`src/verilog/xfer_ctrl_pkg.sv`:
```
// package: register map, field layout, reset values and modes of the activation block
package xfer_ctrl_pkg;
  // enable bank geometry
  localparam int NUM_ENABLE_REGS = 8; // eight activation enable registers
  localparam int ENABLE_WIDTH = 16; // one bit per interrupt source
  // word index of each register (byte address = index * 4)
  localparam logic [5:0] OFS_ENABLE_BASE = 6'h00; // enable regs at indices 0..7
  localparam logic [5:0] OFS_CONTROL = 6'h08; // transfer control register
  localparam logic [5:0] OFS_STATUS = 6'h09; // activation status, read only
  // control register fields
  localparam int CTRL_STOP_BIT = 0; // transfer-stop flag
  localparam int CTRL_CHAIN_REP_BIT = 3; // chain after repeat enable
  localparam int CTRL_SKIP_BIT = 4; // info read skip enable
  localparam logic [7:0] CTRL_RESET = 8'h00;
  localparam logic [15:0] ENABLE_RESET = 16'h0000;
  // status register fields
  localparam int STAT_ACTIVE_BIT = 0; // activation in progress
  localparam int STAT_CHAIN_BIT = 1; // previous activation used chaining
  localparam int STAT_VALID_BIT = 2; // a previous vector is held
  localparam int STAT_VECTOR_LSB = 8; // previous vector number
  // transfer modes as given with the transfer information
  localparam logic [1:0] MODE_NORMAL = 2'h0;
  localparam logic [1:0] MODE_REPEAT = 2'h1;
  localparam logic [1:0] MODE_BLOCK = 2'h2;
  // activation state machine
  typedef enum logic [2:0] {
    ST_IDLE = 3'b001,
    ST_ACTIVE = 3'b010,
    ST_NOTIFY = 3'b100
  } act_state_e;
endpackage

```
`src/verilog/activation_enable_bank.sv`:
```
// module: bank of activation enable registers with read-then-write-zero clearing
module activation_enable_bank
  import xfer_ctrl_pkg::*;
#(
  parameter int NREG = NUM_ENABLE_REGS,
  parameter int W = ENABLE_WIDTH
)
(
  input wire logic clk,
  input wire logic arst_n,
  input wire logic ce,
  input wire logic [NREG-1:0] wrStrobe,
  input wire logic [W-1:0] wrData,
  input wire logic [W-1:0] wrMask,
  input wire logic [NREG-1:0] rdStrobe,
  input wire logic [NREG*W-1:0] hwClear,
  output logic [NREG*W-1:0] enables
);
  // refuse shapes the bus lanes cannot carry
  if (W > 32 || W < 1 || NREG < 1)
  begin : gBadShape
    $error("enable bank shape not supported");
  end

  // one register and its read-arm bits per bank entry
  for (genvar r = 0; r < NREG; r++)
  begin : gReg
    logic [W-1:0] armed_reg; // bits seen as 1 by the last read
    logic [W-1:0] row;
    assign row = enables[r*W +: W];

    // arm bits on read, disarm bits touched by a write
    always_ff @(posedge clk or negedge arst_n)
    begin
      if (!arst_n)
        armed_reg <= '0;
      else if (ce)
      begin
        if (rdStrobe[r])
          armed_reg <= row;
        else if (wrStrobe[r])
          armed_reg <= armed_reg & ~wrMask;
      end
    end

    // software set/clear, then hardware clear wins over everything
    always_ff @(posedge clk or negedge arst_n)
    begin
      if (!arst_n)
        enables[r*W +: W] <= ENABLE_RESET[W-1:0];
      else if (ce)
      begin
        if (wrStrobe[r])
          enables[r*W +: W] <= ((row | (wrMask & wrData)) & ~(wrMask & ~wrData & armed_reg))
                               & ~hwClear[r*W +: W];
        else
          enables[r*W +: W] <= row & ~hwClear[r*W +: W];
      end
    end
  end
endmodule

```
`src/verilog/transfer_ctrl_activation_block_count.sv`:
```
// module: activation select, transfer counters, control register and stop flag
// How it works
// - block mode decrements 16-bit block counter per transfer
// - at zero, clear enable bit, then raise irq
// - count zero means 65536, one means one
// - block counter only in block mode, no access
// - eight 16-bit enable registers, reset to zero
// - enabled source activates, disabled goes to cpu
// - enable bit cleared by write 0 after read 1
// - per-transfer irq select clears enable each transfer
// - completed count clears the enable bit
// - enable kept when count open and select 0
// - control bits 7..5 and 2..1 read zero
// - compare vector with previous activation vector
// - match plus skip enable starts without info fetch
// - previous chain always forces info fetch
// - repeat reload allows chain only if enabled
// - stop flag resets 0, only writable to 0
// - address error or nmi sets stop and halts
// - irq per transfer or at count completion
// - repeat low counter reloads from high at zero
//
// Design decisions made here: register access over Wishbone and the register offsets.
module transfer_ctrl_activation_block_count
  import xfer_ctrl_pkg::*;
#(
  parameter int NREG = NUM_ENABLE_REGS,
  parameter int W = ENABLE_WIDTH
)
(
  input wire logic clk,
  input wire logic arst_n,
  input wire logic ce,
  input wire logic wbCyc,
  input wire logic wbStb,
  input wire logic wbWe,
  input wire logic [7:0] wbAdr,
  input wire logic [3:0] wbSel,
  input wire logic [31:0] wbDatW,
  output logic [31:0] wbDatR,
  output logic wbAck,
  input wire logic [NREG*W-1:0] irqSrc,
  input wire logic nmiPin,
  input wire logic addrErr,
  input wire logic infoValid,
  input wire logic [1:0] infoMode,
  input wire logic infoIrqSel,
  input wire logic infoChain,
  input wire logic [15:0] infoCountA,
  input wire logic [15:0] infoBlockCount,
  input wire logic xferDone,
  output logic [NREG*W-1:0] cpuIrq,
  output logic actReq,
  output logic [$clog2(NREG*W)-1:0] actVector,
  output logic actSkipInfo,
  output logic chainGo,
  output logic xferIrqReq,
  output logic [$clog2(NREG*W)-1:0] xferIrqVector,
  output logic halted
);
  localparam int NSRC = NREG * W; // total interrupt sources
  localparam int VW = $clog2(NSRC); // vector number width

  // refuse a bank the address decode cannot reach
  if (NREG > 8 || NSRC < 2)
  begin : gBadShape
    $error("source count not supported");
  end

  // bus slave state
  logic ack_reg; // one-cycle acknowledge
  logic [31:0] rdat_reg; // read data held with ack
  logic busReq; // new access this cycle
  logic [5:0] wordIdx; // word index of the access
  logic [W-1:0] byteMask; // write mask from byte selects

  // control register bits
  logic skipEn_reg; // info_read_skip_en
  logic chainRepEn_reg; // chain_after_repeat_en
  logic stop_reg; // transfer-stop flag
  logic stopArmed_reg; // stop read as 1 since last write
  logic nmiMeta_reg; // first synchroniser stage
  logic nmiSync_reg; // second synchroniser stage

  // activation state
  act_state_e state_reg;
  logic [VW-1:0] curSrc_reg; // source being served
  logic [VW-1:0] lastVec_reg; // previous activation vector
  logic lastValid_reg; // previous vector is meaningful
  logic lastChain_reg; // previous activation chained
  logic curChain_reg; // this activation chained so far

  // transfer information held for the activation
  logic [1:0] mode_reg; // normal, repeat or block
  logic irqSel_reg; // per_transfer_irq_sel
  logic chain_reg; // next transfer is chained
  logic [15:0] countA_reg; // normal count or repeat halves
  logic [15:0] blockCount_reg; // block_count_reg

  // bank wiring
  logic [NSRC-1:0] enables;
  logic [NSRC-1:0] hwClear;
  logic [NREG-1:0] bankWr;
  logic [NREG-1:0] bankRd;

  // transfer decisions
  logic pendAny; // an enabled source is requesting
  logic [VW-1:0] pendIdx; // lowest such source
  logic countDone; // programmed count reached zero
  logic reload; // repeat low half reloads now
  logic chainNow; // continue with a chained transfer
  logic endNow; // activation finishes this cycle
  logic clearSrc; // clear the source enable at the end
  logic stopEvt; // address error or nmi

  assign busReq = wbCyc && wbStb && !ack_reg;
  assign wordIdx = wbAdr[7:2];
  assign stopEvt = addrErr || nmiSync_reg;

  // expand byte selects to the enable register width
  always_comb
  begin
    for (int b = 0; b < W; b++)
      byteMask[b] = wbSel[b / 8];
  end

  // strobes into the enable bank
  always_comb
  begin
    bankWr = '0;
    bankRd = '0;
    for (int r = 0; r < NREG; r++)
    begin
      if (busReq && wordIdx == OFS_ENABLE_BASE + 6'(r))
      begin
        bankWr[r] = wbWe;
        bankRd[r] = !wbWe;
      end
    end
  end

  activation_enable_bank #(
    .NREG(NREG),
    .W(W)
  ) uBank (
    .clk(clk),
    .arst_n(arst_n),
    .ce(ce),
    .wrStrobe(bankWr),
    .wrData(wbDatW[W-1:0]),
    .wrMask(byteMask),
    .rdStrobe(bankRd),
    .hwClear(hwClear),
    .enables(enables)
  );

  // two-stage synchroniser for the nmi pin
  always_ff @(posedge clk or negedge arst_n)
  begin
    if (!arst_n)
    begin
      nmiMeta_reg <= 1'b0;
      nmiSync_reg <= 1'b0;
    end
    else if (ce)
    begin
      nmiMeta_reg <= nmiPin;
      nmiSync_reg <= nmiMeta_reg;
    end
  end

  // wishbone acknowledge and read data
  always_ff @(posedge clk or negedge arst_n)
  begin
    if (!arst_n)
    begin
      ack_reg <= 1'b0;
      rdat_reg <= 32'h0000_0000;
    end
    else if (ce)
    begin
      ack_reg <= busReq; // unmapped words also answer, reading zero
      rdat_reg <= 32'h0000_0000;
      if (busReq && !wbWe)
      begin
        if (wordIdx < OFS_ENABLE_BASE + 6'(NREG))
          rdat_reg[W-1:0] <= enables[wordIdx[2:0]*W +: W];
        else if (wordIdx == OFS_CONTROL)
        begin
          // bits 7..5, 2 and 1 stay zero
          rdat_reg[CTRL_SKIP_BIT] <= skipEn_reg;
          rdat_reg[CTRL_CHAIN_REP_BIT] <= chainRepEn_reg;
          rdat_reg[CTRL_STOP_BIT] <= stop_reg;
        end
        else if (wordIdx == OFS_STATUS)
        begin
          // shows block state, never the counters
          rdat_reg[STAT_ACTIVE_BIT] <= state_reg != ST_IDLE;
          rdat_reg[STAT_CHAIN_BIT] <= lastChain_reg;
          rdat_reg[STAT_VALID_BIT] <= lastValid_reg;
          rdat_reg[STAT_VECTOR_LSB +: VW] <= lastVec_reg;
        end
      end
    end
  end

  assign wbAck = ack_reg;
  assign wbDatR = rdat_reg;

  // control register option bits, reserved bits discard writes
  always_ff @(posedge clk or negedge arst_n)
  begin
    if (!arst_n)
    begin
      skipEn_reg <= CTRL_RESET[CTRL_SKIP_BIT];
      chainRepEn_reg <= CTRL_RESET[CTRL_CHAIN_REP_BIT];
    end
    else if (ce && busReq && wbWe && wordIdx == OFS_CONTROL && wbSel[0])
    begin
      skipEn_reg <= wbDatW[CTRL_SKIP_BIT];
      chainRepEn_reg <= wbDatW[CTRL_CHAIN_REP_BIT];
    end
  end

  // transfer-stop flag: hardware set wins, software may only clear
  always_ff @(posedge clk or negedge arst_n)
  begin
    if (!arst_n)
    begin
      stop_reg <= CTRL_RESET[CTRL_STOP_BIT];
      stopArmed_reg <= 1'b0;
    end
    else if (ce)
    begin
      if (stopEvt)
        stop_reg <= 1'b1;
      else if (busReq && wbWe && wordIdx == OFS_CONTROL && wbSel[0]
               && !wbDatW[CTRL_STOP_BIT] && stopArmed_reg)
        stop_reg <= 1'b0;
      // arm on a read that shows 1, disarm on any control write
      if (busReq && wordIdx == OFS_CONTROL)
        stopArmed_reg <= wbWe ? 1'b0 : stop_reg;
    end
  end

  assign halted = stop_reg;

  // lowest-numbered enabled source that is requesting
  always_comb
  begin
    pendAny = 1'b0;
    pendIdx = '0;
    for (int s = NSRC - 1; s >= 0; s--)
    begin
      if (irqSrc[s] && enables[s])
      begin
        pendAny = 1'b1;
        pendIdx = VW'(s);
      end
    end
  end

  // count completion, repeat reload and chain decision for this transfer
  always_comb
  begin
    countDone = 1'b0;
    reload = 1'b0;
    unique case (mode_reg)
      MODE_BLOCK: countDone = blockCount_reg == 16'h0001;
      MODE_REPEAT: reload = countA_reg[7:0] == 8'h01;
      default: countDone = countA_reg == 16'h0001;
    endcase
    // repeat reload only chains when the option allows it
    chainNow = chain_reg && (!reload || chainRepEn_reg);
    endNow = xferDone && !chainNow;
    // completion check skipped while chaining
    clearSrc = irqSel_reg || countDone;
  end

  // clear the served source enable as the activation ends
  always_comb
  begin
    hwClear = '0;
    if (state_reg == ST_ACTIVE && endNow && clearSrc && !stopEvt)
      hwClear[curSrc_reg] = 1'b1;
  end

  // counters: loaded with the transfer information, stepped per transfer
  always_ff @(posedge clk or negedge arst_n)
  begin
    if (!arst_n)
    begin
      mode_reg <= MODE_NORMAL;
      irqSel_reg <= 1'b0;
      chain_reg <= 1'b0;
      countA_reg <= 16'h0000;
      blockCount_reg <= 16'h0000;
    end
    else if (ce && state_reg == ST_ACTIVE)
    begin
      if (infoValid)
      begin
        mode_reg <= infoMode;
        irqSel_reg <= infoIrqSel;
        chain_reg <= infoChain;
        countA_reg <= infoCountA;
        blockCount_reg <= infoBlockCount;
      end
      else if (xferDone)
      begin
        unique case (mode_reg)
          MODE_BLOCK: blockCount_reg <= blockCount_reg - 16'h0001;
          MODE_REPEAT:
          begin
            if (reload)
              countA_reg[7:0] <= countA_reg[15:8];
            else
              countA_reg[7:0] <= countA_reg[7:0] - 8'h01;
          end
          default: countA_reg <= countA_reg - 16'h0001;
        endcase
      end
    end
  end

  // activation state machine
  always_ff @(posedge clk or negedge arst_n)
  begin
    if (!arst_n)
    begin
      state_reg <= ST_IDLE;
      curSrc_reg <= '0;
      curChain_reg <= 1'b0;
    end
    else if (ce)
    begin
      unique case (state_reg)
        ST_IDLE:
        begin
          if (pendAny && !stop_reg && !stopEvt)
          begin
            state_reg <= ST_ACTIVE;
            curSrc_reg <= pendIdx;
            curChain_reg <= 1'b0;
          end
        end
        ST_ACTIVE:
        begin
          if (stopEvt)
            state_reg <= ST_IDLE;
          else if (xferDone && chainNow)
            curChain_reg <= 1'b1;
          else if (endNow)
            state_reg <= clearSrc ? ST_NOTIFY : ST_IDLE;
        end
        ST_NOTIFY: state_reg <= ST_IDLE; // irq one cycle after the clear
        default: state_reg <= ST_IDLE;
      endcase
    end
  end

  // previous activation memory for the read-skip decision
  always_ff @(posedge clk or negedge arst_n)
  begin
    if (!arst_n)
    begin
      lastVec_reg <= '0;
      lastValid_reg <= 1'b0;
      lastChain_reg <= 1'b0;
    end
    else if (ce)
    begin
      if (state_reg == ST_IDLE && pendAny && !stop_reg && !stopEvt)
      begin
        lastVec_reg <= pendIdx;
        lastValid_reg <= 1'b1;
      end
      if (state_reg == ST_ACTIVE && (endNow || stopEvt))
        lastChain_reg <= curChain_reg;
    end
  end

  // activation request with skip decision, chain and irq pulses
  always_ff @(posedge clk or negedge arst_n)
  begin
    if (!arst_n)
    begin
      actReq <= 1'b0;
      actVector <= '0;
      actSkipInfo <= 1'b0;
      chainGo <= 1'b0;
      xferIrqReq <= 1'b0;
      xferIrqVector <= '0;
    end
    else if (ce)
    begin
      actReq <= 1'b0;
      chainGo <= 1'b0;
      xferIrqReq <= 1'b0;
      if (state_reg == ST_IDLE && pendAny && !stop_reg && !stopEvt)
      begin
        actReq <= 1'b1;
        actVector <= pendIdx;
        // same vector, skip enabled and no chain last time
        actSkipInfo <= skipEn_reg && lastValid_reg && pendIdx == lastVec_reg
                       && !lastChain_reg;
      end
      if (state_reg == ST_ACTIVE && xferDone && chainNow && !stopEvt)
        chainGo <= 1'b1;
      if (state_reg == ST_NOTIFY)
      begin
        xferIrqReq <= 1'b1;
        xferIrqVector <= curSrc_reg;
      end
    end
  end

  // sources not enabled for activation pass on as cpu interrupts
  always_ff @(posedge clk or negedge arst_n)
  begin
    if (!arst_n)
      cpuIrq <= '0;
    else if (ce)
      cpuIrq <= irqSrc & ~enables;
  end
endmodule

```
`config.mk`:
```
export PLATFORM = sky130hd
export DESIGN_NAME = transfer_ctrl_activation_block_count
export DESIGN_NICKNAME = d
export VERILOG_FILES = /design/src/verilog/xfer_ctrl_pkg.sv /design/src/verilog/activation_enable_bank.sv /design/src/verilog/transfer_ctrl_activation_block_count.sv
export SDC_FILE = /design/constraint.sdc
export NUM_CORES = 1
export LEC_CHECK = 0
export BUFFER_PORTS_ARGS = -buffer_cell sky130_fd_sc_hd__buf_2
export CORE_MARGIN = 4
export CORE_UTILIZATION = 50
export DETAILED_ROUTE_END_ITERATION = 10
export GPL_TIMING_DRIVEN = 0
export HOLD_SLACK_MARGIN = 0.03
export PLACE_DENSITY_LB_ADDON = 0.05
export REMOVE_ABC_BUFFERS = 1
export SYNTH_ARGS = -nofsm -noshare
export SYNTH_HDL_FRONTEND = slang
export SYNTH_HIERARCHICAL = 1
export SYNTH_SLANG_ARGS = --single-unit
```
`constraint.sdc`:
```
create_clock -name clk -period 3.9 [get_ports clk]
set_input_delay 0.195 -clock clk [delete_from_list [all_inputs] [get_ports clk]]
set_output_delay 0.195 -clock clk [all_outputs]
set_load 0.1 [all_outputs]
```
==> summary.md <==
| Metric | Value |
|---|---|
| Static leakage | 15.0 nW |
| DRC Markers | 0 |
| Max-Cap Viols | 2 |
| WL/cell | 26.6 um |
| Reg-to-reg endpoint | uBank/gReg[0].row[5] |
| Number of synthesized flops with an enable pin | 0 |
| Cell family with most CP delay | simple AND/OR/NAND/NOR gates |
| Crit path launch type | flip-flop |
| Post-place setup slack | -0.414 ns |
| Synth Flop Type | dfrtp_1 |
| HPWL after DPL | 75,300 um |
| Final setup TNS | 0 ns |
| Hold Path Sink | cpuIrq[2] |
| IO Count | 398 |
| Layout Skew | 0.0283 ns |
| Synth cell types | 86 |
| Main combinational cell family by area after synthesis | simple AND/OR/NAND/NOR gates |
| Area Growth Syn to Fin | 20.9% |
| Worst Hold Class | primary input to flip-flop |
| Final core occ | 61.1% |
| Nets | 3,666 |
| Mux contribution to synthesized area | 4.13% |
| Global Route Usage Sum | 37.5% |
| Routed WL | 111,000 um |
| #FFs+latches synth | 474 |
| Sequential element share of the synthesized area | 44.7% |
| Initial antenna violation count | 1 |
| Worst r2r path cells | 10 |
| Total iterations of the first detailed-routing run | 7 |
| Layout cell share with drive strength beyond 1 | 20.6% |
| CTS Sinks | 474 |
| Crit Path Max Fanout | 17 |
| Row count | 84 |
| Gate Count Post-Synth | 3,057 |
| Die W | 238 um |
| CP max stage delay | 0.58 ns |
| Mapped cell area | 26,600 um2 |
| Worst setup slack after layout | 0.165 ns |
| Gpl congestion | 0.990 |
| Final hold violations | 0 |
| CTS tree | built |
| Max IR drop VDD | 0.469 mV |
| Compound-Gate Fraction of Synth Area | 20.7% |
| Port bufs | 361 |
| Period minus WS final | 3.73 ns |
| Vias | 26.9k |
| Fmax | 268 MHz |
| Clock Latency Late Sink | 0.63 ns |
| Crit-path cells | or4_4 -> nor3_1 -> nand3_2 -> o21ai_0 -> nand2_1 -> nor3_4 -> nand2_2 -> nor2_1 -> a31o_2 -> a21oi_1 |
| Iter 0 DRT Violations | 3,425 |
| CP required | 4.37 ns |
| Crit path kind | flip-flop to flip-flop |
| RR Startpoint | countA_reg[2] |
| Hold path depth | 2 |
| Clock slew seen by the registers of the worst setup and hold paths | 0.06 ns |
| Vias in the first global route | 25.5k |
| Cell at the slowest stage of the critical path | or4_4 |
| Asr flop ratio synth | 100% |
| CTS root buf | clkbuf_16 |
| First-pass GRT wire length | 162,000 um |
| DIE AREA | 56,900 um2 |
| Syn avg cell area | 8.69 um2 |
| Post-DRT Antenna Nets | 0 |
| H-tree levels | 2 |
| Simple-gate portion of the synthesized area | 23.4% |
| Starting density of the core | 50.5% |
| Worst Path Arrival | 4.20 ns |
| Yosys warnings | 6 |
| Reg2reg setup slack | 0.17 ns |
| Min-delay src | ce |
| Setup Buffers After CTS | 0 |
| Die height | 238 um |
| Ratio of final minimum period to clock period | 95.8% |
| Synth Area in XOR/XNOR | 0.231% |
| Cts bufs inserted | 52 |
| Final max-slew violation count | 9 |
| Total congestion overflow | 0 |
| PwrDens | 399 nW/um2 |
| Relative slew slack | -3.84% |
| Violated checks | max-capacitance violations, max-slew violations |
| Final setup viols | 0 |
| Critical path startpoint | countA_reg[2] |
| Clk buf depth | 3 |
| RSZ-0062 raised after global routing | yes |
| Fillers | 4,664 |
| Element type at the critical path end | flip-flop |
| Slew @ Worst Pin | 1.55 ns |
| Status | finished with violations |
| Vias per cell | 6.46 |
| Pin count of the biggest net entering global routing | 175 |
| Core Region | 52,600 um2 |
| Buf/Inv on CP | 0 |
| Post-Synth Adder-Cell Area | 0.283% |
[kinds of logic (layout without fill, tap and decap cells)]
group	after synthesis	in the layout
AOI/OAI and AO/OA	857	857
xor gates and xnor gates	7	7
adders and majority gates	6	6
buffers and inverters	392	800
DFF	474	474
muxes	67	67
other	1	17
and+or+nand+nor	1253	1253
[worst max-delay path by stage]
| stage | endpoint | slack (ns) | cells after the start |
|---|---|---|---|
| global route | uBank/gReg[0].row[3] | -0.03 | 10 |
| global placement | xferIrqVector[5] | -8.35 | 4 |
| floorplan | uBank/gReg[4].row[0] | -0.79 | 6 |
| finish | uBank/gReg[0].row[5] | 0.17 | 10 |
| CTS | uBank/gReg[0].row[5] | 0.08 | 10 |
| detailed placement | curSrc_reg[1] | -0.41 | 8 |
[cells in the final DEF (no fill, tap or decap), types with 32 or more instances in the layout]
| cell | n |
|---|---|
| a21oi_1 | 316 |
| a22oi_1 | 52 |
| a31o_2 | 128 |
| and2_1 | 37 |
| buf_2 | 356 |
| clkbuf_16 | 53 |
| dfrtp_1 | 473 |
| dlygate4sd3_1 | 173 |
| inv_1 | 150 |
| mux4_2 | 32 |
| nand2_1 | 419 |
| nand3_1 | 285 |
| nand3b_1 | 131 |
| nor2_1 | 199 |
| nor3_1 | 33 |
| o21ai_0 | 202 |
[layer usage]
metal  up-vias  track usage [%]  wire length [um]
li1      11600                -                 -
met1     13100             49.8             42200
met2      1840             56.3             48000
met3       407             8.87             12400
met4         0             22.4              8370
met5         -                0                 0
[timing repair]
| action | in CTS | in global routing |
|---|---|---|
| setup endpoints to repair | 49 | 138 |
| hold buffers | 173 | 0 |
| gates resized for setup | 4 | 3 |
| hold endpoints to repair | 275 | 0 |
[where the power goes]
| group | leakage [nW] | switching (mW) | total, mW | internal (mW) |
|---|---|---|---|---|
| Sequential | 6.34 | 0.142 | 5.22 | 5.08 |
| Clock | 0.863 | 2.15 | 5.19 | 3.03 |
| Combinational | 7.83 | 1.86 | 2.40 | 0.541 |
| Total | 15.0 | 4.16 | 12.8 | 8.65 |
[worst reg2reg max path, stage by stage, from the launching register on]
cell and delay (ns):
dfrtp_1 0.43, or4_4 0.58, nor3_1 0.29, nand3_2 0.34, o21ai_0 0.35, nand2_1 0.23
nor3_4 0.32, nand2_2 0.53, nor2_1 0.32, a31o_2 0.13, a21oi_1 0.06
[Yosys cell counts (15+ instances only)]
library cell / instances / area share, %
mux4_2: 32 / 2.7
nor2b_1: 26 / 0.61
dfrtp_1: 473 / 45
a211oi_1: 22 / 0.62
a22oi_1: 52 / 1.5
a21oi_1: 316 / 6.0
nor2_1: 202 / 2.9
inv_1: 150 / 2.1
nor3_1: 36 / 0.68
a22o_1: 24 / 0.79
buf_4: 40 / 1.1
o21ai_0: 202 / 3.8
and2_1: 37 / 0.87
clkbuf_1: 119 / 1.7
nand3_1: 286 / 5.4
mux2i_1: 17 / 0.64
clkbuf_2: 15 / 0.28
buf_2: 50 / 0.94
a31o_2: 128 / 4.2
nand2_1: 419 / 5.9
o2bb2ai_1: 17 / 0.56
mux2_2: 17 / 0.72
nor4_1: 21 / 0.49
nand3b_1: 131 / 3.7
[cell type report]
cell class              instances  area, um2  share of cell area [%]
multi-input cells            2206      13100                    40.8
flip-flops and latches        474      11900                    36.9
repair buffers                558       3960                    12.3
clock buffers                  70       1470                    4.58
well taps                     688        861                    2.68
inverters                     150        563                    1.75
clock inverters                22        280                   0.873
diodes                          1       2.50                 0.00779
[through the flow]
step / total power [mW] / std cells / hold WS (ns) / area [um2]
floorplan: 6.66 / 2830 / -0.101 / 25400
detailed placement: 7.52 / 3902 / 0.301 / 28600
finish: 12.8 / 4169 / 0.0533 / 32100
global route: 13.2 / 4168 / 0.0795 / 32100
global placement: 7.49 / 3879 / 0.442 / 28100
CTS: 12.8 / 4167 / 0.0484 / 32100
No activity file was read; power rests on OpenSTA's default activity.
